**src/hdl/cccx_consts.svh**
```systemverilog
// register offsets, field positions and reset values of the execute block
`ifndef CCCX_CONSTS_SVH
`define CCCX_CONSTS_SVH

// ************************************************************
// register byte offsets
// ************************************************************
`define CCCX_OFS_INSTR      8'h00
`define CCCX_OFS_ACC        8'h04
`define CCCX_OFS_STATUS     8'h08
`define CCCX_OFS_CONFIG     8'h0c
`define CCCX_OFS_FILE_ADDR  8'h10
`define CCCX_OFS_FILE_DATA  8'h14
`define CCCX_OFS_EXEC_COUNT 8'h18

// ************************************************************
// field positions and widths
// ************************************************************
`define CCCX_INSTR_W        11
`define CCCX_STATUS_W       4
`define CCCX_CFG_PSC_WDT    0
`define CCCX_ADDR_W         7
`define CCCX_DATA_W         8

// ************************************************************
// reset values and the decrement step
// ************************************************************
`define CCCX_RST_ACC        8'h00
`define CCCX_RST_STATUS     4'hc
`define CCCX_RST_CONFIG     1'h0
`define CCCX_RST_COUNT      16'h0000
`define CCCX_DEC_ONE        8'h01

`endif

```
**src/hdl/cccx_pkg.sv**
```systemverilog
// types shared by the execute block and its result unit
package cccx_pkg;

	// ************************************************************
	// operations, in encoding order 0..6
	// ************************************************************
	typedef enum logic [2:0] {
		no_op,
		accumulator_clear_op,
		watchdog_restart_op,
		register_clear_op,
		register_invert_op,
		compare_op,
		register_decrement_op
	} cccx_op_e;

	typedef struct packed {
		logic [6:0] addr;
		logic       dest;
		cccx_op_e   op;
	} cccx_instr_s;

	typedef struct packed {
		logic powerdown_status_n;
		logic timeout_status_n;
		logic carry;
		logic zero;
	} cccx_status_s;

	typedef struct packed {
		logic [7:0] result;
		logic       wr_acc;
		logic       wr_file;
		logic       upd_zero;
		logic       upd_carry;
		logic       zero;
		logic       carry;
		logic       wdt_restart;
	} cccx_alu_s;

endpackage

```
**src/hdl/cccx_alu.sv**
```systemverilog
// result unit: one instruction in, result and flag updates out
`timescale 1ns/1ps
`include "cccx_consts.svh"

module cccx_alu (
	input  wire cccx_pkg::cccx_instr_s instr,
	input  wire logic [7:0]            acc,
	input  wire logic [7:0]            file_val,
	output cccx_pkg::cccx_alu_s        res
);
	logic [8:0] diff;
	logic [7:0] dec_val;
	logic [7:0] inv_val;

	assign diff    = {1'b0, file_val} - {1'b0, acc};
	assign dec_val = file_val - `CCCX_DEC_ONE;
	assign inv_val = ~file_val;

	always_comb begin
		res = '0;
		case (instr.op)
			cccx_pkg::accumulator_clear_op: begin
				res.wr_acc   = 1'b1;
				res.upd_zero = 1'b1;
				res.zero     = 1'b1;
			end
			cccx_pkg::watchdog_restart_op: begin
				res.wdt_restart = 1'b1;
			end
			cccx_pkg::register_clear_op: begin
				res.wr_file  = 1'b1;
				res.upd_zero = 1'b1;
				res.zero     = 1'b1;
			end
			cccx_pkg::register_invert_op: begin
				res.result   = inv_val;
				res.wr_acc   = ~instr.dest;
				res.wr_file  = instr.dest;
				res.upd_zero = 1'b1;
				res.zero     = (inv_val == 8'h00);
			end
			cccx_pkg::compare_op: begin
				// result dropped, only flags move
				res.upd_zero  = 1'b1;
				res.upd_carry = 1'b1;
				res.zero      = (diff[7:0] == 8'h00);
				res.carry     = ~diff[8];
			end
			cccx_pkg::register_decrement_op: begin
				res.result   = dec_val;
				res.wr_acc   = ~instr.dest;
				res.wr_file  = instr.dest;
				res.upd_zero = 1'b1;
				res.zero     = (dec_val == 8'h00);
			end
			default: begin
				res = '0;
			end
		endcase
	end
endmodule

```
**src/hdl/cccx_exec.sv**
```systemverilog
// execute block for clear, complement, compare and decrement with apb registers
//
// Contract
// - accumulator clear loads zero into the accumulator and sets the zero flag.
// - watchdog restart resets the watchdog counter to zero.
// - watchdog restart also zeroes the shared prescaler only while it serves the watchdog.
// - watchdog restart sets both the timeout and powerdown status bits to one.
// - register clear writes zero to the addressed file register and sets the zero flag.
// - register invert produces the bitwise inverse of the register and updates zero from it.
// - for invert and decrement, dest 0 writes the accumulator and dest 1 the source register.
// - compare computes register minus accumulator and updates zero and carry from it.
// - compare leaves the accumulator and the register unchanged.
// - decrement subtracts one from the register and updates zero before storing.
//
// Decided for this implementation: register access over APB and the register offsets.
`timescale 1ns/1ps
`include "cccx_consts.svh"

module cccx_exec #(
	parameter int DEPTH = 128
) (
	input  wire  logic        core_clk,
	input  wire  logic        rst,
	input  wire  logic        psel,
	input  wire  logic        penable,
	input  wire  logic        pwrite,
	input  wire  logic [7:0]  paddr,
	input  wire  logic [31:0] pwdata,
	output logic [31:0]       prdata,
	output logic              pready,
	output logic              pslverr,
	input  wire  logic        timeout_event,
	input  wire  logic        sleep_event,
	output logic              watchdog_clear,
	output logic              prescaler_clear,
	output logic [7:0]        accumulator,
	output cccx_pkg::cccx_status_s status_out
);

	// ************************************************************
	// state
	// ************************************************************
	logic [7:0]             file_mem [DEPTH];
	logic [7:0]             acc_reg;
	cccx_pkg::cccx_status_s status_reg;
	cccx_pkg::cccx_status_s status_next;
	cccx_pkg::cccx_instr_s  instr_reg;
	logic                   psc_wdt_reg;
	logic [6:0]             file_addr_reg;
	logic [15:0]            count_reg;
	logic [31:0]            prdata_reg;
	logic                   pready_reg;
	logic                   pslverr_reg;
	logic                   wdt_clr_reg;
	logic                   psc_clr_reg;

	// ************************************************************
	// bus decode
	// ************************************************************
	wire logic       setup_ph   = psel & ~penable;
	wire logic       access_ph  = psel & penable & pready_reg;
	wire logic       wr_en      = access_ph & pwrite;
	wire logic       sel_instr  = (paddr == `CCCX_OFS_INSTR);
	wire logic       sel_acc    = (paddr == `CCCX_OFS_ACC);
	wire logic       sel_status = (paddr == `CCCX_OFS_STATUS);
	wire logic       sel_config = (paddr == `CCCX_OFS_CONFIG);
	wire logic       sel_faddr  = (paddr == `CCCX_OFS_FILE_ADDR);
	wire logic       sel_fdata  = (paddr == `CCCX_OFS_FILE_DATA);
	wire logic       sel_count  = (paddr == `CCCX_OFS_EXEC_COUNT);
	wire logic       mapped     = sel_instr | sel_acc | sel_status | sel_config |
	                              sel_faddr | sel_fdata | sel_count;
	wire logic       exec_fire  = wr_en & sel_instr;

	// ************************************************************
	// instruction execution
	// ************************************************************
	// the instruction is taken straight from the write data so it executes
	// on the very edge that completes the bus write
	cccx_pkg::cccx_instr_s new_instr;
	cccx_pkg::cccx_alu_s   alu_res;
	logic [7:0]            file_rd;

	assign new_instr = cccx_pkg::cccx_instr_s'(pwdata[`CCCX_INSTR_W-1:0]);
	assign file_rd   = file_mem[new_instr.addr];

	cccx_alu u_alu (
		.instr    (new_instr),
		.acc      (acc_reg),
		.file_val (file_rd),
		.res      (alu_res)
	);

	wire logic do_wr_acc  = exec_fire & alu_res.wr_acc;
	wire logic do_wr_file = exec_fire & alu_res.wr_file;
	wire logic do_wdt     = exec_fire & alu_res.wdt_restart;
	wire logic sw_wr_file = wr_en & sel_fdata;

	always_comb begin
		status_next = status_reg;
		if (wr_en & sel_status) begin
			status_next = cccx_pkg::cccx_status_s'(pwdata[`CCCX_STATUS_W-1:0]);
		end
		if (timeout_event) begin
			status_next.timeout_status_n = 1'b0;
		end
		if (sleep_event) begin
			status_next.powerdown_status_n = 1'b0;
		end
		// the restart wins over a same-cycle timeout or sleep clear
		if (do_wdt) begin
			status_next.timeout_status_n   = 1'b1;
			status_next.powerdown_status_n = 1'b1;
		end
		if (exec_fire & alu_res.upd_zero) begin
			status_next.zero = alu_res.zero;
		end
		if (exec_fire & alu_res.upd_carry) begin
			status_next.carry = alu_res.carry;
		end
	end

	// ************************************************************
	// read mux
	// ************************************************************
	logic [31:0] rd_val;

	always_comb begin
		rd_val = 32'h0000_0000;
		if (sel_instr) begin
			rd_val = {21'h000000, instr_reg};
		end
		if (sel_acc) begin
			rd_val = {24'h000000, acc_reg};
		end
		if (sel_status) begin
			rd_val = {28'h0000000, status_reg};
		end
		if (sel_config) begin
			rd_val = {31'h00000000, psc_wdt_reg};
		end
		if (sel_faddr) begin
			rd_val = {25'h0000000, file_addr_reg};
		end
		if (sel_fdata) begin
			rd_val = {24'h000000, file_mem[file_addr_reg]};
		end
		if (sel_count) begin
			rd_val = {16'h0000, count_reg};
		end
	end

	// ************************************************************
	// apb handshake
	// ************************************************************
	// one wait-free answer: ready rises in the access phase after each setup
	always_ff @(posedge core_clk or posedge rst) begin
		if (rst) begin
			pready_reg  <= 1'b0;
			pslverr_reg <= 1'b0;
			prdata_reg  <= 32'h0000_0000;
		end else if (setup_ph) begin
			pready_reg  <= 1'b1;
			pslverr_reg <= ~mapped;
			prdata_reg  <= pwrite ? 32'h0000_0000 : rd_val;
		end else begin
			pready_reg  <= 1'b0;
			pslverr_reg <= 1'b0;
			prdata_reg  <= 32'h0000_0000;
		end
	end

	// ************************************************************
	// accumulator and status
	// ************************************************************
	always_ff @(posedge core_clk or posedge rst) begin
		if (rst) begin
			acc_reg <= `CCCX_RST_ACC;
		end else if (do_wr_acc) begin
			acc_reg <= alu_res.result;
		end else if (wr_en & sel_acc) begin
			acc_reg <= pwdata[7:0];
		end
	end

	always_ff @(posedge core_clk or posedge rst) begin
		if (rst) begin
			status_reg <= cccx_pkg::cccx_status_s'(`CCCX_RST_STATUS);
		end else begin
			status_reg <= status_next;
		end
	end

	// ************************************************************
	// configuration and bookkeeping
	// ************************************************************
	always_ff @(posedge core_clk or posedge rst) begin
		if (rst) begin
			psc_wdt_reg   <= `CCCX_RST_CONFIG;
			file_addr_reg <= 7'h00;
		end else begin
			if (wr_en & sel_config) begin
				psc_wdt_reg <= pwdata[`CCCX_CFG_PSC_WDT];
			end
			if (wr_en & sel_faddr) begin
				file_addr_reg <= pwdata[`CCCX_ADDR_W-1:0];
			end
		end
	end

	always_ff @(posedge core_clk or posedge rst) begin
		if (rst) begin
			instr_reg <= '0;
			count_reg <= `CCCX_RST_COUNT;
		end else if (exec_fire) begin
			instr_reg <= new_instr;
			count_reg <= count_reg + 16'h0001;
		end
	end

	// ************************************************************
	// file register array
	// ************************************************************
	// no reset on the array: it models plain ram, software must initialise it
	always_ff @(posedge core_clk) begin
		if (do_wr_file) begin
			file_mem[new_instr.addr] <= alu_res.result;
		end else if (sw_wr_file) begin
			file_mem[file_addr_reg] <= pwdata[7:0];
		end
	end

	// ************************************************************
	// watchdog and prescaler strobes
	// ************************************************************
	always_ff @(posedge core_clk or posedge rst) begin
		if (rst) begin
			wdt_clr_reg <= 1'b0;
			psc_clr_reg <= 1'b0;
		end else begin
			wdt_clr_reg <= do_wdt;
			psc_clr_reg <= do_wdt & psc_wdt_reg;
		end
	end

	// ************************************************************
	// outputs
	// ************************************************************
	assign prdata          = prdata_reg;
	assign pready          = pready_reg;
	assign pslverr         = pslverr_reg;
	assign watchdog_clear  = wdt_clr_reg;
	assign prescaler_clear = psc_clr_reg;
	assign accumulator     = acc_reg;
	assign status_out      = status_reg;

endmodule

```
**config.mk**
```make
export PLATFORM = sky130hd
export DESIGN_NAME = cccx_exec
export DESIGN_NICKNAME = d
export VERILOG_FILES = /design/src/hdl/cccx_pkg.sv /design/src/hdl/cccx_alu.sv /design/src/hdl/cccx_exec.sv
export VERILOG_INCLUDE_DIRS = /design/src /design/src/hdl
export SDC_FILE = /design/constraint.sdc
export NUM_CORES = 1
export LEC_CHECK = 0
export ABC_CLOCK_PERIOD_IN_PS = 11000
export BUFFER_PORTS_ARGS = -buffer_cell sky130_fd_sc_hd__buf_4
export CAP_MARGIN = 20
export CORE_ASPECT_RATIO = 0.9
export CORE_MARGIN = 2
export CORE_UTILIZATION = 61
export DETAILED_ROUTE_END_ITERATION = 12
export GPL_TIMING_DRIVEN = 0
export MAX_ROUTING_LAYER = met4
export PLACE_DENSITY = 0.78
export SYNTH_ARGS = -nofsm -noshare
export SYNTH_HDL_FRONTEND = slang
export SYNTH_SLANG_ARGS = --single-unit
```
**constraint.sdc**
```tcl
create_clock -name core_clk -period 11 [get_ports core_clk]
set_input_delay 2.2 -clock core_clk [delete_from_list [all_inputs] [get_ports core_clk]]
set_output_delay 2.2 -clock core_clk [all_outputs]
set_load 0.005 [all_outputs]
```
==> flow_metrics.env <==
export IMPL_finalClockSkew_ns=0.0513
export IMPL_post_drt_wl_per_cell_microns=50.4
export IMPL_synth_async_reset_ratio_pct=6.14
export IMPL_synth_edff_count=1024
export IMPL_worst_path_most_repeated_cell="buf_2"
export IMPL_cts_root_buf="clkbuf_16"
export IMPL_dpl_cell_area_sq_um=55600
export IMPL_fin_nets=3168
export IMPL_yosys_cell_types_count=81
export IMPL_worst_path_max_delay_cell="buf_2"
export IMPL_cellLeakagePower_uw=0.0194
export IMPL_fin_crit_sh_pct=85.3
export IMPL_via_count=35946
export IMPL_track_usage_pct=52.0
export IMPL_overflow=0
export IMPL_std_cell_rows=101
export IMPL_post_cts_resized=0
export IMPL_grt_pass1_vias=33449
export IMPL_cp_slowest_stage_delay_ns=0.80
export IMPL_antenna_left=0
export IMPL_critical_path_buf_inv_count=10
export IMPL_max_freq_mhz=107
export IMPL_cp_cell_sequence="buf_2 -> buf_4 -> buf_4 -> buf_6 -> buf_6 -> buf_4 -> buf_2 -> buf_2 -> buf_2 -> o21ai_0 -> a21oi_1 -> nor3_1 -> nor3_1 -> nand3_1 -> nor3_2 -> a211o_1 -> nand3_4 -> buf_16"
export IMPL_slew_headroom_pct=3.16
export IMPL_dieArea_sq_um=88200
export IMPL_drive_gt1_share_pct=33.1
export IMPL_crit_arrival_ns=9.77
export IMPL_fillCellCount=5223
export IMPL_clk_pin_slew_ns=0.06
export IMPL_cts_tree="built"
export IMPL_drc=0
export IMPL_cts_buffer_depth=3
export IMPL_yosysSeqAreaShare_pct=62.0
export IMPL_place_congestion=1.16
export IMPL_core_area_sq_um=84700
export IMPL_synthXorXnorAreaFrac_pct=0.385
export IMPL_die_height_microns=282
export IMPL_crit_cells=18
export IMPL_slew_viol_final=0
export IMPL_preCtsSetupSlack_ns=1.54
export IMPL_cts_sinks=1091
export IMPL_dr_pass1_iters=7
export IMPL_setup_viol=0
export IMPL_wl_microns=220000
export IMPL_antenna_found_initial=25
export IMPL_required_ns=11.38
export IMPL_port_buffers=52
export IMPL_synth_avg_cell_area_sq_um=18.6
export IMPL_rr_worst_depth=11
export IMPL_crit_path_max_fanout=65
export IMPL_max_cap_viol_count=0
export IMPL_ys_flop_type="edfxtp_1"
export IMPL_via_per_inst=8.24
export IMPL_io_pin_count=95
export IMPL_power_density_nw_per_um2=154
export IMPL_synth_area_mux_share_pct=27.2
export IMPL_ys_warn_count=0
export IMPL_hold_viol=0
export IMPL_synth_top_family_by_area="multiplexers"
export IMPL_synthSimpleGateAreaFrac_pct=4.38
export IMPL_synthesis_area_sq_um=52300
export IMPL_worst_pin_slew_ns=1.45
export IMPL_clk_latency_ns=0.75
export IMPL_crit_family="buffers and inverters"
export IMPL_area_growth_pct=14.1
export IMPL_largest_reg_flops=1024
export IMPL_ir_drop_mv=0.160
export IMPL_htree_levels=3
export IMPL_syn_inst=2816
export IMPL_finalInstanceArea_sq_um=59700
export IMPL_synth_seq_cells=1091
export IMPL_whs_ns=0.477
export IMPL_cp_start_kind="primary input"
export IMPL_status="complete, no violations"
export IMPL_worstHoldPathType="flop to flop"
export IMPL_fin_crit_ns=9.39
export IMPL_hold_depth=1
export IMPL_cts_buffers=107
export IMPL_start_util_pct=61.8
export IMPL_fp_dieW_microns=313
export IMPL_cts_hold_buf=0
export IMPL_rsz0062_at_grt="no"
export IMPL_layout_setup_ws_ns=1.61
export IMPL_yosys_area_share_adder_pct=0.373
export IMPL_drtIter0Drc=8158
export IMPL_post_cts_buffers=0
export IMPL_critPathKind="primary input to flop"
export IMPL_crit_path_end_kind="flop"
export IMPL_grt_first_pass_wirelength_microns=289000
export IMPL_synth_compound_area_share_pct=3.07
export IMPL_dpl_hpwl_microns=156000
export IMPL_grt_max_degree=81
## path summary, 6_finish.rpt
kind / startpoint / endpoint / slack (ns)
worst min register to register: count_reg[15] / count_reg[15] / 0.48
worst max-delay path: pwdata[6] / file_mem[94][7] / 1.61
max in group asynchronous: rst / accumulator[5] / 8.68
worst min-delay path: count_reg[15] / count_reg[15] / 0.48
min in group asynchronous: rst / prdata[12] / 1.66
worst max register to register: file_addr_reg[0] / file_mem[24][0] / 4.45
## worst register-to-register path: cells and delay by family (launching register included)
kind | cells | cell delay [ns]
buf+inv | 7 | 4.15
simple gates | 3 | 0.93
compound gates | 1 | 0.72
flops | 1 | 0.34
## placed cells by master (no fill, tap or decap), types with 22 or more instances in the layout
master	Yosys	layout
buf_4	35	115
mux2_2	22	22
buf_8	0	31
nand2_1	132	131
clkbuf_1	110	128
diode_2	0	34
clkbuf_16	0	111
nand3_1	39	38
o21ai_0	47	44
buf_2	33	50
inv_1	28	27
nor3_1	27	27
o221ai_1	23	23
buf_6	11	37
a21oi_1	31	31
nor2_1	212	212
mux2i_1	95	95
edfxtp_1	1024	1024
dfrtp_1	65	65
mux4_2	567	567
## stage by stage
stage / TNS, ns / utilization (%) / instances / total power [uW]
3_3_place_gp: -4207.63 / 64.0 / 4016 / 5320
5_1_grt: 0 / 70.5 / 4357 / 9310
2_1_floorplan: 0 / - / 2831 / 5030
4_1_cts: 0 / 70.1 / 4299 / 9120
6_report: 0 / 70.5 / 4364 / 9220
3_5_place_dp: 0 / 65.7 / 4099 / 5330
## where the power goes
part / switching [uW] / internal [uW] / total [uW]
Clock: 1710 / 2220 / 3930
Sequential: 0.925 / 4580 / 4580
Combinational: 502 / 214 / 716
Total: 2210 / 7010 / 9220
## cell usage after synthesis (all sizes together), types with 7 or more instances
library cell  instances  area (sq um)
a211oi               12          95.1
a21oi                32           164
a221oi                7          61.3
a22oi                20           150
a31o                  7          61.3
a31oi                15          93.8
and3                 18           113
buf                 119           848
clkbuf              110           413
dfrtp                65          1630
edfxtp             1024         30700
ha                   14           175
inv                  30           113
mux2                 22           248
mux2i                95           951
mux4                577         13000
nand2               132           495
nand2b               13          81.3
nand3                40           205
nand4                13          81.3
nor2                212           796
nor2b                13          81.3
nor3                 28           145
o21ai                48           244
o221ai               23           201
o22ai                 7          43.8
or3                   9          56.3
xnor2                15           131
xor2                  8          70.1
## logic make-up after synthesis
family,Yosys count
buf+inv,260
compound gates,225
xor+xnor,23
fa+ha+maj,15
simple gates,507
other cells,1
mux,694
flops,1091
## metal layers
metal  vias up  GRT usage, %  routed length [microns]
li1      12453             -                        -
met1     18133          63.4                    68500
met2      4352          64.6                    85700
met3      1008          30.3                    45400
met4         0          34.9                    20100
met5         -             -                        0
## final cells by class
cell class,count,area [sq um],share of cell area [%]
repair buffers,166,2030,3.40
plain buffers,229,1290,2.17
diodes,34,85.1,0.142
clock buffers,141,2910,4.87
flip-flops and latches,1091,32400,54.3
clock inverters,59,761,1.27
inverters,31,116,0.195
well taps,1133,1420,2.37
multi-input cells,1480,18700,31.3
No activity file was read; power rests on OpenSTA's default activity.
